`config.mk`:
```
export PLATFORM = sky130hd
export DESIGN_NAME = rtc_flag_control_periodic_timer
export DESIGN_NICKNAME = d
export VERILOG_FILES = /design/src/verilog/tmr_pkg.sv /design/src/verilog/source_tick_if.sv /design/src/verilog/rtc_flag_control_periodic_timer.sv /design/src/verilog/source_clock_divider.sv
export SDC_FILE = /design/constraint.sdc
export NUM_CORES = 1
export LEC_CHECK = 0
export ABC_AREA = 1
export BUFFER_PORTS_ARGS = -buffer_cell sky130_fd_sc_hd__buf_2
export CAP_MARGIN = 30
export CORE_MARGIN = 2
export CORE_UTILIZATION = 51
export CTS_CLUSTER_SIZE = 12
export DETAILED_ROUTE_END_ITERATION = 12
export PLACE_DENSITY_LB_ADDON = 0.2
export SKIP_CTS_REPAIR_TIMING = 1
export SYNTH_ARGS = -nofsm -noshare
export SYNTH_HDL_FRONTEND = slang
export SYNTH_SLANG_ARGS = --single-unit
```
`constraint.sdc`:
```
create_clock -name clock_i -period 1.7 [get_ports clock_i]
set_clock_uncertainty 0.05 [all_clocks]
set_input_delay 0.34 -clock clock_i [delete_from_list [all_inputs] [get_ports clock_i]]
set_output_delay 0.34 -clock clock_i [all_outputs]
set_load 0.01 [all_outputs]
```
`src/verilog/tmr_pkg.sv`:
```
/*
 Constants shared by the periodic timer block: register offsets, field
 positions, write masks, reset values, serial command codes, prescaler
 widths and interrupt release times.
 Assumes a 25 MHz system clock and a 32.768 kHz oscillator pin.
*/
// Summary of operation
// factory test bits read zero, writes dropped
// countdown event sets timer flag until cleared
// alarm event sets alarm flag, held
// supply loss sets low-voltage flag, held
// writing zero clears low-voltage flag; one ignored
// host initialises registers while low-voltage flag set
// timer irq enable gates timer events onto pin
// alarm irq enable gates alarm flag onto pin
// stop bit halts the divider chain; the 4096 Hz stage keeps running
// host uses stop only for timekeeping
// interval up to 4095 slowest-source periods
// timer low on pin self-releases after interval
// enabling timer loads preset, never leftover count
// decrement per tick; 001h to 000h raises event
// reload preset after event, keep counting
// disabling timer stops it, releases pin
// clearing timer flag releases pin at once
// dropping timer irq enable releases pin
// 12-bit preset split low byte, high nibble
// two select bits choose four source rates
// release 122 us fast, 7.813 ms otherwise
// counting starts at falling edge ending write
// pin low while any enabled source asserts
// fixed-zero bits read zero, writes ignored
package tmr_pkg;
   localparam logic [3:0] ADDR_PRESET_LO = 4'hB;
   localparam logic [3:0] ADDR_PRESET_HI = 4'hC;
   localparam logic [3:0] ADDR_EXT       = 4'hD;
   localparam logic [3:0] ADDR_FLAGS     = 4'hE;
   localparam logic [3:0] ADDR_CTRL      = 4'hF;

   localparam int EXT_WADA    = 6;
   localparam int EXT_TE      = 4;
   localparam int EXT_FSEL_LO = 2;
   localparam int EXT_TSEL_LO = 0;
   localparam int FLG_TF      = 4;
   localparam int FLG_AF      = 3;
   localparam int FLG_VLF     = 1;
   localparam int CTL_TIE     = 4;
   localparam int CTL_AIE     = 3;
   localparam int CTL_STOP    = 1;

   localparam logic [7:0] EXT_WR_MASK  = 8'h5F;
   localparam logic [7:0] CTL_WR_MASK  = 8'h1A;
   localparam logic [7:0] EXT_RESET    = 8'h00;
   localparam logic [7:0] CTL_RESET    = 8'h00;
   localparam logic [7:0] PRESET_RESET = 8'h00;
   localparam logic       VLF_RESET    = 1'b1;

   localparam logic [3:0] CMD_WRITE = 4'h0;
   localparam logic [3:0] CMD_READ  = 4'h8;

   localparam logic [1:0] TSEL_4096 = 2'h0;
   localparam logic [1:0] TSEL_64   = 2'h1;
   localparam logic [1:0] TSEL_1    = 2'h2;
   localparam logic [1:0] TSEL_MIN  = 2'h3;

   localparam int         DIV_LO_W    = 3;
   localparam int         DIV_HI_W    = 12;
   localparam int         DIV_64_W    = 6;
   localparam logic [5:0] SEC_LAST    = 6'h3B;

   localparam int CLOCK_MHZ           = 25;
   localparam int RELEASE_FAST_NS     = 122000;
   localparam int RELEASE_SLOW_NS     = 7813000;
   localparam int RELEASE_FAST_CYCLES = RELEASE_FAST_NS * CLOCK_MHZ / 1000;
   localparam int RELEASE_SLOW_CYCLES = RELEASE_SLOW_NS * CLOCK_MHZ / 1000;
   localparam int RELEASE_W           = 18;

   typedef enum logic [1:0] {SER_IDLE, SER_CMD, SER_WRITE, SER_READ} serial_state_e;
endpackage

```
`src/verilog/source_tick_if.sv`:
```
/*
 Carrier between the timer block and its source clock divider.
 Assumes both ends run on clock_i and all strobes last one cycle.
*/
interface source_tick_if;
   logic osc_tick;
   logic stop;
   logic tick_4096;
   logic tick_64;
   logic tick_1;
   logic tick_min;

   modport gen
   (
      input  osc_tick,
      input  stop,
      output tick_4096,
      output tick_64,
      output tick_1,
      output tick_min
   );

   modport consumer
   (
      output osc_tick,
      output stop,
      input  tick_4096,
      input  tick_64,
      input  tick_1,
      input  tick_min
   );
endinterface

```
`src/verilog/rtc_flag_control_periodic_timer.sv`:
```
/*
 Flag, control and fixed-cycle timer registers of a serial real time
 clock, reached over the three-wire serial port (chip enable, shift
 clock, data). Drives the open-drain active-low interrupt pin.
 Assumes all pin inputs are asynchronous to clock_i and that the shift
 clock is far slower than clock_i. The alarm event comes from logic on
 clock_i as a one-cycle strobe.
*/
module rtc_flag_control_periodic_timer
#(
   parameter int unsigned RELEASE_SLOW_CYCLES = tmr_pkg::RELEASE_SLOW_CYCLES
)
(
   input  wire logic       clock_i,        // 25 MHz system clock
   input  wire logic       resetn_i,       // synchronous reset, low active
   input  wire logic       clk_en_i,       // freezes all state while low
   input  wire logic       ce_i,           // serial chip enable pin
   input  wire logic       sclk_i,         // serial shift clock pin
   input  wire logic       dio_i,          // serial data pin, input side
   output logic            dio_o,          // serial data pin, output side
   output logic            dio_oe_n_o,     // low while driving data pin
   input  wire logic       osc_32k_i,      // 32.768 kHz oscillator
   input  wire logic       low_voltage_i,  // supply loss detector, high active
   input  wire logic       alarm_event_i,  // alarm match strobe
   output logic            irq_o,          // interrupt pin level when driven
   output logic            irq_oe_n_o,     // low while pulling irq low
   output logic            wada_o,         // alarm target select bit
   output logic [1:0]      fsel_o          // frequency output select bits
);
   logic [4:0] sync1;
   logic [4:0] sync2;
   logic       sclk_prev;
   logic       osc_prev;
   logic       ce_s;
   logic       sclk_s;
   logic       dio_s;
   logic       osc_s;
   logic       lv_s;
   logic       sclk_rise;
   logic       sclk_fall;

   tmr_pkg::serial_state_e state;
   logic [2:0] bitcnt;
   logic [7:0] shreg;
   logic [7:0] rd_sh;
   logic [3:0] addr;
   logic       wr_pend;
   logic [3:0] rd_sel_addr;
   logic [7:0] rdata;
   logic       wr_stb;

   logic [7:0] preset_lo;
   logic [7:0] preset_hi;
   logic [7:0] ext;
   logic [7:0] ctl;
   logic       tf;
   logic       af;
   logic       low_voltage_flag;
   logic [7:0] flags_rd;
   logic [11:0] preset;
   logic [11:0] count;
   logic [1:0] tsel;
   logic       te;
   logic       timer_irq_enable;
   logic       alarm_irq_enable;
   logic       src_tick;
   logic       timer_event;

   logic       wr_lo;
   logic       wr_hi;
   logic       wr_ext;
   logic       wr_flags;
   logic       wr_ctl;
   logic       te_start;
   logic       te_stop;
   logic       tf_clear;
   logic       tie_drop;
   logic       next_tf;
   logic       next_af;
   logic       next_vlf;

   logic                         timer_hold;
   logic [tmr_pkg::RELEASE_W-1:0] rel_cnt;
   logic [tmr_pkg::RELEASE_W-1:0] rel_load;
   logic                         irq_req;

   source_tick_if ticks ();

   source_clock_divider u_divider
   (
      .clock_i  (clock_i),
      .resetn_i (resetn_i),
      .clk_en_i (clk_en_i),
      .ticks    (ticks.gen)
   );

   // pin synchronisers; only sync2 and later stages are looked at
   always_ff @(posedge clock_i)
   begin
      if (!resetn_i)
      begin
         sync1     <= '0;
         sync2     <= '0;
         sclk_prev <= 1'b0;
         osc_prev  <= 1'b0;
      end
      else if (clk_en_i)
      begin
         sync1     <= {low_voltage_i, osc_32k_i, dio_i, sclk_i, ce_i};
         sync2     <= sync1;
         sclk_prev <= sync2[1];
         osc_prev  <= sync2[3];
      end
   end

   assign ce_s      = sync2[0];
   assign sclk_s    = sync2[1];
   assign dio_s     = sync2[2];
   assign osc_s     = sync2[3];
   assign lv_s      = sync2[4];
   assign sclk_rise = sclk_s & ~sclk_prev;
   assign sclk_fall = ~sclk_s & sclk_prev;

   assign ticks.osc_tick = osc_s & ~osc_prev;
   assign ticks.stop     = ctl[tmr_pkg::CTL_STOP];

   // serial port: command byte gives direction and start address, data
   // bytes follow with the address stepping after each byte
   assign rd_sel_addr = (state == tmr_pkg::SER_CMD) ? {shreg[2:0], dio_s} : addr + 4'h1;
   // a write lands at the falling edge after its last bit
   assign wr_stb      = (state == tmr_pkg::SER_WRITE) & wr_pend & sclk_fall;

   always_ff @(posedge clock_i)
   begin
      if (!resetn_i)
      begin
         state      <= tmr_pkg::SER_IDLE;
         bitcnt     <= '0;
         shreg      <= '0;
         rd_sh      <= '0;
         addr       <= '0;
         wr_pend    <= 1'b0;
         dio_o      <= 1'b0;
         dio_oe_n_o <= 1'b1;
      end
      else if (clk_en_i)
      begin
         if (!ce_s)
         begin
            state      <= tmr_pkg::SER_IDLE;
            bitcnt     <= '0;
            wr_pend    <= 1'b0;
            dio_oe_n_o <= 1'b1;
         end
         else
         begin
            unique case (state)
               tmr_pkg::SER_IDLE:
                  state <= tmr_pkg::SER_CMD;
               tmr_pkg::SER_CMD:
                  if (sclk_rise)
                  begin
                     shreg  <= {shreg[6:0], dio_s};
                     bitcnt <= bitcnt + 3'h1;
                     if (bitcnt == 3'h7)
                     begin
                        addr  <= {shreg[2:0], dio_s};
                        rd_sh <= rdata;
                        if (shreg[6:3] == tmr_pkg::CMD_READ)
                           state <= tmr_pkg::SER_READ;
                        else if (shreg[6:3] == tmr_pkg::CMD_WRITE)
                           state <= tmr_pkg::SER_WRITE;
                        else
                           state <= tmr_pkg::SER_IDLE;
                     end
                  end
               tmr_pkg::SER_WRITE:
               begin
                  if (sclk_rise)
                  begin
                     shreg  <= {shreg[6:0], dio_s};
                     bitcnt <= bitcnt + 3'h1;
                     if (bitcnt == 3'h7)
                        wr_pend <= 1'b1;
                  end
                  if (wr_stb)
                  begin
                     wr_pend <= 1'b0;
                     addr    <= addr + 4'h1;
                  end
               end
               tmr_pkg::SER_READ:
                  if (sclk_fall)
                  begin
                     dio_oe_n_o <= 1'b0;
                     dio_o      <= rd_sh[7];
                     bitcnt     <= bitcnt + 3'h1;
                     if (bitcnt == 3'h7)
                     begin
                        rd_sh <= rdata;
                        addr  <= addr + 4'h1;
                     end
                     else
                        rd_sh <= {rd_sh[6:0], 1'b0};
                  end
            endcase
         end
      end
   end

   // read side: test bits are not stored and come back as zero
   assign flags_rd = (8'(tf) << tmr_pkg::FLG_TF) | (8'(af) << tmr_pkg::FLG_AF)
                   | (8'(low_voltage_flag) << tmr_pkg::FLG_VLF);
   assign rdata = (rd_sel_addr == tmr_pkg::ADDR_PRESET_LO) ? preset_lo :
                  (rd_sel_addr == tmr_pkg::ADDR_PRESET_HI) ? preset_hi :
                  (rd_sel_addr == tmr_pkg::ADDR_EXT)       ? ext :
                  (rd_sel_addr == tmr_pkg::ADDR_FLAGS)     ? flags_rd :
                  (rd_sel_addr == tmr_pkg::ADDR_CTRL)      ? ctl : 8'h00;

   assign wr_lo    = wr_stb & (addr == tmr_pkg::ADDR_PRESET_LO);
   assign wr_hi    = wr_stb & (addr == tmr_pkg::ADDR_PRESET_HI);
   assign wr_ext   = wr_stb & (addr == tmr_pkg::ADDR_EXT);
   assign wr_flags = wr_stb & (addr == tmr_pkg::ADDR_FLAGS);
   assign wr_ctl   = wr_stb & (addr == tmr_pkg::ADDR_CTRL);

   assign te       = ext[tmr_pkg::EXT_TE];
   assign tsel     = ext[tmr_pkg::EXT_TSEL_LO +: 2];
   assign timer_irq_enable      = ctl[tmr_pkg::CTL_TIE];
   assign alarm_irq_enable      = ctl[tmr_pkg::CTL_AIE];
   assign preset   = {preset_hi[3:0], preset_lo};
   assign te_start = wr_ext & shreg[tmr_pkg::EXT_TE] & ~te;
   assign te_stop  = wr_ext & ~shreg[tmr_pkg::EXT_TE];
   assign tf_clear = wr_flags & ~shreg[tmr_pkg::FLG_TF] & tf;
   assign tie_drop = wr_ctl & ~shreg[tmr_pkg::CTL_TIE] & timer_irq_enable;

   // upper nibble of the high preset register is plain storage
   always_ff @(posedge clock_i)
   begin
      if (!resetn_i)
      begin
         preset_lo <= tmr_pkg::PRESET_RESET;
         preset_hi <= tmr_pkg::PRESET_RESET;
         ext       <= tmr_pkg::EXT_RESET;
         ctl       <= tmr_pkg::CTL_RESET;
      end
      else if (clk_en_i)
      begin
         if (wr_lo)
            preset_lo <= shreg;
         if (wr_hi)
            preset_hi <= shreg;
         if (wr_ext)
            ext <= shreg & tmr_pkg::EXT_WR_MASK;
         if (wr_ctl)
            ctl <= shreg & tmr_pkg::CTL_WR_MASK;
      end
   end

   assign src_tick = (tsel == tmr_pkg::TSEL_4096) ? ticks.tick_4096 :
                     (tsel == tmr_pkg::TSEL_64)   ? ticks.tick_64 :
                     (tsel == tmr_pkg::TSEL_1)    ? ticks.tick_1 :
                                                    ticks.tick_min;
   assign timer_event = te & src_tick & (count == 12'h001);

   always_ff @(posedge clock_i)
   begin
      if (!resetn_i)
         count <= '0;
      else if (clk_en_i)
      begin
         if (te_start)
            count <= preset;
         else if (te & src_tick)
         begin
            // a zero preset never raises an event, it just reloads
            if (count <= 12'h001)
               count <= preset;
            else
               count <= count - 12'h001;
         end
      end
   end

   // flags: an event in the same cycle as a clearing write wins
   assign next_tf  = timer_event | (tf & ~(wr_flags & ~shreg[tmr_pkg::FLG_TF]));
   assign next_af  = alarm_event_i | (af & ~(wr_flags & ~shreg[tmr_pkg::FLG_AF]));
   assign next_vlf = lv_s | (low_voltage_flag & ~(wr_flags & ~shreg[tmr_pkg::FLG_VLF]));

   always_ff @(posedge clock_i)
   begin
      if (!resetn_i)
      begin
         tf  <= 1'b0;
         af  <= 1'b0;
         low_voltage_flag <= tmr_pkg::VLF_RESET;
      end
      else if (clk_en_i)
      begin
         tf  <= next_tf;
         af  <= next_af;
         low_voltage_flag <= next_vlf;
      end
   end

   assign rel_load = (tsel == tmr_pkg::TSEL_4096)
                   ? tmr_pkg::RELEASE_W'(tmr_pkg::RELEASE_FAST_CYCLES - 1)
                   : tmr_pkg::RELEASE_W'(RELEASE_SLOW_CYCLES - 1);

   // timer pull on the pin, with its self-release countdown
   always_ff @(posedge clock_i)
   begin
      if (!resetn_i)
      begin
         timer_hold <= 1'b0;
         rel_cnt    <= '0;
      end
      else if (clk_en_i)
      begin
         if (timer_event & timer_irq_enable)
         begin
            timer_hold <= 1'b1;
            rel_cnt    <= rel_load;
         end
         else if (te_stop | tf_clear | tie_drop)
            timer_hold <= 1'b0;
         else if (timer_hold)
         begin
            if (rel_cnt == '0)
               timer_hold <= 1'b0;
            else
               rel_cnt <= rel_cnt - 1'b1;
         end
      end
   end

   assign irq_req = timer_hold | (af & alarm_irq_enable);
   assign irq_o   = 1'b0;

   always_ff @(posedge clock_i)
   begin
      if (!resetn_i)
      begin
         irq_oe_n_o <= 1'b1;
         wada_o     <= 1'b0;
         fsel_o     <= 2'h0;
      end
      else if (clk_en_i)
      begin
         irq_oe_n_o <= ~irq_req;
         wada_o     <= ext[tmr_pkg::EXT_WADA];
         fsel_o     <= ext[tmr_pkg::EXT_FSEL_LO +: 2];
      end
   end
endmodule

```
`src/verilog/source_clock_divider.sv`:
```
/*
 Divides the synchronised 32.768 kHz oscillator ticks into the four
 countdown source strobes.
 Assumes osc_tick is a one-cycle strobe per oscillator period.
*/
module source_clock_divider
(
   input  wire logic     clock_i,   // system clock
   input  wire logic     resetn_i,  // synchronous reset, low active
   input  wire logic     clk_en_i,  // freezes state while low
   source_tick_if.gen    ticks      // strobes to the timer
);
   logic [tmr_pkg::DIV_LO_W-1:0] div_lo;
   logic [tmr_pkg::DIV_HI_W-1:0] div_hi;
   logic [5:0]                   sec;
   logic                         lo_wrap;
   logic                         hi_step;

   // the 4096 Hz stage keeps running under stop; only the slower chain halts
   assign lo_wrap         = ticks.osc_tick & (&div_lo);
   assign hi_step         = lo_wrap & ~ticks.stop;
   assign ticks.tick_4096 = lo_wrap;
   assign ticks.tick_64   = hi_step & (&div_hi[tmr_pkg::DIV_64_W-1:0]);
   assign ticks.tick_1    = hi_step & (&div_hi);
   assign ticks.tick_min  = ticks.tick_1 & (sec == tmr_pkg::SEC_LAST);

   always_ff @(posedge clock_i)
   begin
      if (!resetn_i)
      begin
         div_lo <= '0;
         div_hi <= '0;
         sec    <= '0;
      end
      else if (clk_en_i)
      begin
         if (ticks.osc_tick)
            div_lo <= div_lo + 1'b1;
         if (hi_step)
            div_hi <= div_hi + 1'b1;
         if (ticks.tick_min)
            sec <= '0;
         else if (ticks.tick_1)
            sec <= sec + 6'h01;
      end
   end
endmodule

```
Word-level counts from Yosys, hierarchy flattened. Index checks and enable logic that the tools add are counted. W data, S select, Z words.

$add $sub $neg: 7. $lt $le $gt $ge: 1. Eq/ne operators: 37. Multiplexer cells: 52. Bitwise gates (word level): 51. Reduce and logical (&&, ||, !) cells: 30.

Operator list (count): $mux W18 (5); $mux W8 (6); $eq A4 B4 Y1 const B (11); $mux W12 (3); $and A1 B1 Y1 (31); $mux W4 (6); $reduce_and A4 Y1 (6); $logic_not A18 Y1 (1); $sub A18 B1 Y18 const B (1); $pmux W8 S2 (1); $reduce_and A2 Y1 (8); $mux W1 (15); $add A12 B1 Y12 const B (1); $eq A12 B1 Y1 const B (1); $le A12 B1 Y1 const B (1); $mux W6 (2); $ne A2 B2 Y1 const B (6); $not A1 Y1 (12); $pmux W4 S3 (1); $reduce_and A12 Y1 (1); $reduce_and A6 Y1 (2); $sub A12 B1 Y12 const B (1); $mux W2 (5); $mux W5 (2); 25 further kinds (49).

Register bits after elaboration: 124. Bits of input ports: 9. Output and inout port bits: 7. Logic and storage cells: 206.

Longest topological paths before layout. Gate-level depths: netlist of run 1.

Depth after elaboration: 14. Gate-level depth with buffers: 15. Gate-level depth less buffers: 15.

By module. A second synthesis of run 1 with hierarchy kept.

Cells, all modules: 975. Area, all modules: 6681.4 µm².

Modules (own cells, without submodules): rtc_flag_control_periodic_timer (times used 1, cells an instance 795, area an instance 5457.7 µm², seq. area each 2062.0 µm²); source_clock_divider (times used 1, cells an instance 180, area an instance 1223.7 µm², seq. area each 420.4 µm²).

Least setup slack after synthesis of run 1. No wires, ideal clock.

Path kind: register to register. Start: register state[0]. End: register rel_cnt[1] (netlist bit). Arrival: 1720 ps. Data required time: 1536 ps. Setup slack: -183 ps. Stages on the path, launching flop included: 15. Path buffers: 1. Cells stage by stage: dfxtp_1 inv_1 ha_1 nand2_2 nor2_8 inv_4 nor2_4 nand3b_4 nand2_4 nand3_2 nand2_4 nand2_4 buf_4 a21oi_1 nor2_1.

Cells in the longest elaborated chain, start to end: 10. Elaborated cells between the ends (all ways): 15.

RTL lines: from (decl) (RTL line rtc_flag_control_periodic_timer.sv:42) `tmr_pkg::serial_state_e state;`; from (signal assigned) (RTL line rtc_flag_control_periodic_timer.sv:137) `state <= tmr_pkg::SER_IDLE;`; from (signal assigned) (RTL line rtc_flag_control_periodic_timer.sv:150) `state <= tmr_pkg::SER_IDLE;`; from (signal assigned) (RTL line rtc_flag_control_periodic_timer.sv:159) `state <= tmr_pkg::SER_CMD;`; $eq A2 B2 Y1 * (RTL line rtc_flag_control_periodic_timer.sv:131) `assign wr_stb = (state == tmr_pkg::SER_WRITE) & wr_pend & sclk_fall;`; $and A1 B1 Y1 * (2 in a row) (RTL line rtc_flag_control_periodic_timer.sv:131); $and A1 B1 Y1 (RTL line rtc_flag_control_periodic_timer.sv:223) `assign wr_flags = wr_stb & (addr == tmr_pkg::ADDR_FLAGS);`; $and A1 B1 Y1 (2 in a row) (RTL line rtc_flag_control_periodic_timer.sv:233) `assign tf_clear = wr_flags & ~shreg[tmr_pkg::FLG_TF] & tf;`; $or A1 B1 Y1 (RTL line rtc_flag_control_periodic_timer.sv:324) `else if (te_stop | tf_clear | tie_drop)`; $or A1 B1 Y1 * (RTL line rtc_flag_control_periodic_timer.sv:324); $ne A2 B2 Y1 (no source line) *; $reduce_and A4 Y1 (no source line) *; to (signal assigned) (RTL line rtc_flag_control_periodic_timer.sv:322) `rel_cnt <= rel_load;`; to (signal assigned) (RTL line rtc_flag_control_periodic_timer.sv:331) `rel_cnt <= rel_cnt - 1'b1;`; to (decl) (RTL line rtc_flag_control_periodic_timer.sv:83) `logic [tmr_pkg::RELEASE_W-1:0] rel_cnt;`.

Every way passes the cells marked *; elsewhere a longest branch is shown, timed or not. A chain may end at the register's enable or synchronous reset.

Final worst setup path of run 1.
Start: register u_divider.div_lo[0] (netlist bit). End: register u_divider.div_hi[11] (netlist bit).

Cells in the longest elaborated chain, start to end: 4.

RTL lines: from (decl) (RTL line source_clock_divider.sv:13) `logic [tmr_pkg::DIV_LO_W-1:0] div_lo;`; from (signal assigned) (RTL line source_clock_divider.sv:38) `div_lo <= div_lo + 1'b1;`; $reduce_and A3 Y1 (RTL line source_clock_divider.sv:20) `assign lo_wrap = ticks.osc_tick & (&div_lo);`; $and A1 B1 Y1 (RTL line source_clock_divider.sv:20); $and A1 B1 Y1 (RTL line source_clock_divider.sv:21) `assign hi_step = lo_wrap & ~ticks.stop;`; $reduce_and A2 Y1 (no source line); to (signal assigned) (RTL line source_clock_divider.sv:40) `div_hi <= div_hi + 1'b1;`; to (decl) (RTL line source_clock_divider.sv:14) `logic [tmr_pkg::DIV_HI_W-1:0] div_hi;`.

Every way passes these cells.

==> metrics.txt, run 1 <==
outcome finished with violations; violated checks negative setup slack; CP max FO 3; power per cell area slightly below 800 nW/µm²; DRC 0; Setup crit end kind flop; Synth cell types 47; initial antenna violation count 0; Antenna Cells 0; Fmax achieved 504 MHz; CTS Root Cell clkbuf_16; HPWL after DPL roughly 12000 µm; GPL Wtd Cong about 0.94; CP cell instances ha_4 -> ha_4 -> nand4_1 -> buf_4 -> nor2_4 -> inv_2 -> nor2_4 -> nand3_4 -> nor2_4 -> nand3_2 -> o21ai_1 -> a21oi_1; CP Buf/Inv Count 2; largest net degree at the start of global routing 56; dpl ws -0.292 ns; top cells by count, synth 170 x nand2_1, 124 x dfxtp_1, 121 x nor2_1; Core Area 12600 µm²; number of cell rows slightly above 40; Mapped Cells 948; worst vdd ir about 1100 µV; synthesized area per cell a little under 7 µm²; Setup crit start u_divider.div_lo[0]$_SDFFE_PN0P_; Leakage just under 4 nW; CTS tree yes; Die ar. 13800 µm²; Critical Path Max Stage Delay about 0.35 ns; count of final hold-check violations 0; Crit Path Category reg2reg; CTS H-tree depth 4; FFs w/ async S/R, synth 0%; Final Routed Wirelength roughly 19000 µm; RR Startpoint u_divider.div_lo[0]$_SDFFE_PN0P_; Max Transition Viols Final 0; cell mode on critical path nor2_4; vias in the first global route around 6400; Power, Total slightly above 0.007 W; crit start category flop; critical path data required time about 2.0 ns; global route total overflow 0; fin crit period approximately 2.0 ns; ANT nets after route 0; Yosys warning count 0; post-synth top area cell dfxtp_1; Yosys top cell area share approximately 38%; Starting Density 52.1%; Syn Nets 974; RSZ-0062 raised after global routing true; CP top delay family simple AND/OR/NAND/NOR gates; DR pass1 iterations 5; fin util roughly 70%; Wirelength per Cell 14.6 µm; via/cell ratio approximately 5.3; clock sinks ~120; Post-synth EDFFs 0; final worst slack -0.285 ns; hold crit path type in2reg; I/O pins 16; clk buf depth 2; first-pass GRT wire length roughly 30000 µm; CP arrival 2.25 ns; most numerous cell in the Yosys netlist nand2_1; CTS buffer count 17; die height 117 µm; Mapped Area approximately 6600 µm²; P&R area growth vs syn 37.4%; post-synthesis sequential area ratio 37.8%; clock transition at the registers of the reported paths 0.06 ns; Iteration-0 DRC Markers between 400 and 500; vias post-DR approximately 6800; port bufs 14; NumNets Final 1125; max cap viols 0; CP max-delay cell dfxtp_2; Synth Register Bits around 120; Main synth FF type dfxtp_1; Hold Startpoint dio_i; final setup vio count 55; layout cells sized above 1 29.8%; crit share post-route 117%; clk_lat worst skew between 0.4 and 0.5 ns; main area contributors after synthesis dfxtp_1 38%, nand2_1 9.7%, a21oi_1 7.0%, o21ai_0 6.9%, nor2_1 6.9%; Die Width roughly 120 µm; gr usage total a little over a quarter
[per-stage QoR]
stage | hold slack [ns] | cell area (µm²) | setup TNS [ns] | std cells
after floorplan | 0.379 | 6720 | -0.375 | 948
after global placement | 0.394 | 7890 | -6.94 | 1237
after detailed placement | 0.400 | 7890 | -10.08 | 1237
after CTS | 0.0739 | 8500 | -11.66 | 1269
after global routing | 0.118 | 9030 | -15.90 | 1284
final | 0.0838 | 9030 | -7.05 | 1284
[path summary, 6_finish.rpt]
check | end | slack [ns] | depth (start not counted)
worst max-delay path | u_divider.div_hi[11]$_SDFFE_PN0P_ | -0.29 | 12
worst min register to register | bitcnt[0]$_SDFFE_PN0P_ | 0.40 | 1
worst max register to register | u_divider.div_hi[11]$_SDFFE_PN0P_ | -0.29 | 12
worst min-delay path | sync1[2]$_SDFFE_PN0P_ | 0.08 | 3
[cell usage in the layout (no fill, tap or decap), drive strengths merged, types with 17 or more instances in the layout]
cell / Yosys / routed
nand2: 178 / 179
nor2: 133 / 133
ha: 17 / 17
clkbuf: 20 / 22
inv: 115 / 116
o21ai: 98 / 98
nand3: 53 / 53
nand4: 31 / 31
dfxtp: 124 / 124
a21oi: 92 / 92
nor3: 18 / 18
buf: 11 / 162
[routing by layer]
layer / global-route usage [%] / up-vias / routed length (µm)
met5: 0 / - / 0
met4: 9.34 / 0 / 459
met3: 5.72 / 44 / 876
met2: 45.2 / 182 / 9360
met1: 32.7 / 3167 / 8060
li1: - / 3443 / -
[worst reg2reg max path: cells and delay by family (launching register included)]
kind            cells  cell delay [ns]
compound gates      2             0.27
fa+ha+maj           2             0.28
buf+inv             2             0.24
flops               1             0.35
simple gates        6             0.68
[cell type report]
type / count / area [µm²]
multi-input combinational: 677 / 3990
fill: 971 / 3590
sequential: 124 / 2500
timing repair buffer: 162 / 1260
clock buffer: 22 / 494
inverter: 117 / 454
tap: 172 / 215
clock inverter: 10 / 113
[logic make-up (layout without fill, tap and decap cells)]
family	Yosys count	count (layout)	share of synthesized area, %
xor gates and xnor gates	19	19	2.53
buffers and inverters	148	311	9.07
DFF	124	124	37.8
AOI/OAI and AO/OA	213	213	17.5
adders and majority gates	17	17	3.24
other	1	1	0.0571
and+or+nand+nor	426	427	29.8
[sequential cells by signal, indices dropped and copies added (netlist names), 4 cells and up]
| name | cells |
|---|---|
| ext | 6 |
| u_divider.div_hi | 12 |
| rd_sh | 8 |
| sync1 | 5 |
| count | 12 |
| rel_cnt | 18 |
| preset_lo | 8 |
| addr | 4 |
| sync2 | 5 |
| preset_hi | 8 |
| shreg | 8 |
| u_divider.sec | 6 |
[power breakdown]
| part | total (W) | internal (W) | switching [W] |
|---|---|---|---|
| sequential | 0.00297 | 0.00294 | 0.0000292 |
| combinational | 0.000383 | 0.000151 | 0.000232 |
| clock | 0.00368 | 0.00234 | 0.00134 |
| total | 0.00704 | 0.00543 | 0.00160 |
(Power assumes the default switching activity.)
==> run 2, diff against run 1 <==
--- a/config.mk
+++ b/config.mk
@@ -8,8 +8,10 @@
 export ABC_AREA = 1
 export BUFFER_PORTS_ARGS = -buffer_cell sky130_fd_sc_hd__buf_2
 export CAP_MARGIN = 30
+export CELL_PAD_IN_SITES_DETAIL_PLACEMENT = 0
+export CELL_PAD_IN_SITES_GLOBAL_PLACEMENT = 1
 export CORE_MARGIN = 2
-export CORE_UTILIZATION = 51
+export CORE_UTILIZATION = 41
 export CTS_CLUSTER_SIZE = 12
 export DETAILED_ROUTE_END_ITERATION = 12
 export PLACE_DENSITY_LB_ADDON = 0.2
==> run 2 against run 1 <==
The flow still finishes with violations (negative setup slack). Sequential share of layout area down 1.7 points. Non-clock buffer count up 45. Routed wire length up 6.8%. Critical endpoint is now count[8]$_SDFFE_PN0P_. Highest routed layer unchanged.
==> metrics.txt, run 2 (synthesis results as in run 1) <==
clock transition at the registers of the reported paths 0.06 ns (about the same); count of final hold-check violations 0 (unchanged); gr usage total 22.9% (was 26.4%); Clk pwr share 50.7% (was 52.3%); CP cell instances ha_4 -> ha_4 -> nand4_1 -> nor2_1 -> nand3_2 -> nand2_4 -> nand2_1 -> nand2_2 -> nand2_4 -> buf_6 -> buf_4 -> a21oi_1 (was ha_4 -> ha_4 -> nand4_1 -> buf_4 -> nor2_4 -> inv_2 -> nor2_4 -> nand3_4 -> nor2_4 -> nand3_2 -> o21ai_1 -> a21oi_1); most common cell after layout, fill and taps aside buf_4 (was nand2_1); P_sw 0.00159 W (was 0.00160 W); CTS buffer count 17 (unchanged); Final Routed Wirelength 20000 µm (was 18800 µm); DR pass1 iterations 5 (unchanged); P&R area growth vs syn 46.3% (was 37.4%); Setup crit end kind flop (unchanged); setup TNS -8.05 ns (was -7.05 ns); Power, Total 0.00686 W (was 0.00704 W); CTS Root Cell clkbuf_16 (unchanged); RSZ-0062 raised after global routing true (unchanged); critical path data required time 2.00 ns (was 1.96 ns); CP Capture Point count[8]$_SDFFE_PN0P_ (was u_divider.div_hi[11]$_SDFFE_PN0P_); Crit Path Category reg2reg (unchanged); worst hold slack 0.0892 ns (was 0.0838 ns); crit share post-route 114% (was 117%); internal power 0.00527 W (was 0.00543 W); die height 131 µm (was 117 µm); global-route met1 utilization 28.6% (was 32.7%); ANT nets after route 0 (unchanged); Leakage 4.28 nW (was 3.96 nW); largest registers rel_cnt (18), count (12), u_divider.div_hi (12) (unchanged); final worst slack -0.243 ns (was -0.285 ns); Worst R2R Setup Slack -0.24 ns (was -0.29 ns); I/O pins 16 (unchanged); CP arrival 2.24 ns (was 2.25 ns); DRC 0 (unchanged); max FFs per register 18 (unchanged); GRT busiest layer met2 (unchanged); port bufs 14 (unchanged); initial antenna violation count 0 (unchanged); violated checks negative setup slack (unchanged); Wirelength per Cell 14.6 µm (about the same); hold path cells 3 (unchanged); share of power burned in registers 43.3% (was 42.2%); Starting Density 41.7% (was 52.1%); clk_lat worst skew 0.42 ns (was 0.43 ns); most frequent cells in the layout 166 x buf_4, 143 x nand2_1, 114 x dfxtp_1 (was 150 x nand2_1, 135 x buf_4, 115 x dfxtp_1); crit start category flop (unchanged); max cap viols 0 (unchanged); Post-DP Area 8160 µm² (was 7890 µm²); clk buf depth 2 (unchanged); HPWL after DPL 13500 µm (was 12300 µm); final instance area 9610 µm² (was 9030 µm²); number of cell rows 46 (was 41); vias in the first global route 6551 (was 6371); final setup vio count 63 (was 55); Fmax achieved 515 MHz (was 504 MHz); RR Startpoint u_divider.div_lo[1]$_SDFFE_PN0P_ (was u_divider.div_lo[0]$_SDFFE_PN0P_); GPL Wtd Cong 0.806 (was 0.935); largest net degree at the start of global routing 39 (was 56); Antenna Cells 0 (unchanged); power per cell area 713 nW/µm² (was 779 nW/µm²); reg2reg end count[8]$_SDFFE_PN0P_ (was u_divider.div_hi[11]$_SDFFE_PN0P_); first-pass GRT wire length 30800 µm (was 29900 µm); CP max FO 7 (was 3); worst reg2reg path depth 12 (unchanged); Iteration-0 DRC Markers 330 (was 440); global route total overflow 0 (unchanged); Die ar. 17000 µm² (was 13800 µm²); Critical Path Max Stage Delay 0.35 ns (about the same); Gate power share 6.0% (was 5.4%); layout cells sized above 1 35.8% (was 29.8%); clock sinks 124 (unchanged); vias post-DR 6899 (was 6836); CTS tree yes (unchanged); via/cell ratio 5.03 (was 5.32); hold crit path type in2reg (unchanged); Core Area 15800 µm² (was 12600 µm²); fin crit period 1.94 ns (was 1.99 ns); worst vdd ir 799 µV (was 1110 µV); Die Width 131 µm (was 117 µm); sw frac 23.2% (was 22.8%); Setup crit start u_divider.div_lo[1]$_SDFFE_PN0P_ (was u_divider.div_lo[0]$_SDFFE_PN0P_); met2 GRT Util 40.9% (was 45.2%); NumNets Final 1171 (was 1125); CP max-delay cell dfxtp_2 (unchanged); Max Transition Viols Final 0 (unchanged); Top reg by flops rel_cnt (unchanged); outcome finished with violations (unchanged); CTS H-tree depth 4 (unchanged); met3 Use GR 4.56% (was 5.72%)
run 2: changes by cell type in the layout (fill, tap and decap cells not counted), sizes merged:
cell	change
clkinv	+1
clkinvlp	-3
buf	+44
clkbuf	+1
run 2: critical path: cells and delay by family (launching register included):
kind	cells	cell delay, ns
compound gates	1	0.12
simple gates	7	0.79
flops	1	0.35
buf+inv	2	0.28
fa+ha+maj	2	0.27
run 2: final cells by class:
class | count | area (µm²)
fill | 1459 | 6160
multi-input combinational | 677 | 4170
sequential | 124 | 2500
timing repair buffer | 207 | 1650
inverter | 117 | 469
clock buffer | 22 | 454
tap | 216 | 270
clock inverter | 7 | 93.8
timing repair inverter | 1 | 5.00
run 2: how the worst min path moves through the flow:
stage	from	end	slack, ns
after floorplan	bitcnt[0]$_SDFFE_PN0P_	bitcnt[0]$_SDFFE_PN0P_	0.38
final	osc_32k_i	sync1[3]$_SDFFE_PN0P_	0.09
after global placement	dio_oe_n_o$_SDFFE_PN1P_	dio_oe_n_o$_SDFFE_PN1P_	0.40
after detailed placement	dio_oe_n_o$_SDFFE_PN1P_	dio_oe_n_o$_SDFFE_PN1P_	0.40
after CTS	osc_32k_i	sync1[3]$_SDFFE_PN0P_	0.09
after global routing	low_voltage_i	sync1[4]$_SDFFE_PN0P_	0.10
run 2: power groups by stage:
stage / Clock [W] / Combinational [W] / Sequential (W)
after global placement: 0 / 0.000328 / 0.00303
after CTS: 0.00352 / 0.000334 / 0.00297
after detailed placement: 0 / 0.000331 / 0.00303
final: 0.00348 / 0.000410 / 0.00297
after floorplan: 0 / 0.000194 / 0.00303
after global routing: 0.00365 / 0.000451 / 0.00297
run 2: metal layers:
layer | wire length, µm | vias up
li1 | - | 3529
met5 | 0 | -
met1 | 8770 | 3237
met3 | 742 | 16
met2 | 10300 | 117
met4 | 189 | 0
run 2: metrics by stage:
stage               worst slack, ns  utilization [%]  cells
floorplan                   -0.0312                -    948
global placement             -0.250             51.7   1312
detailed placement           -0.297             51.7   1312
CTS                          -0.294             55.2   1341
global route                 -0.328             61.0   1371
finish                       -0.243             61.0   1371
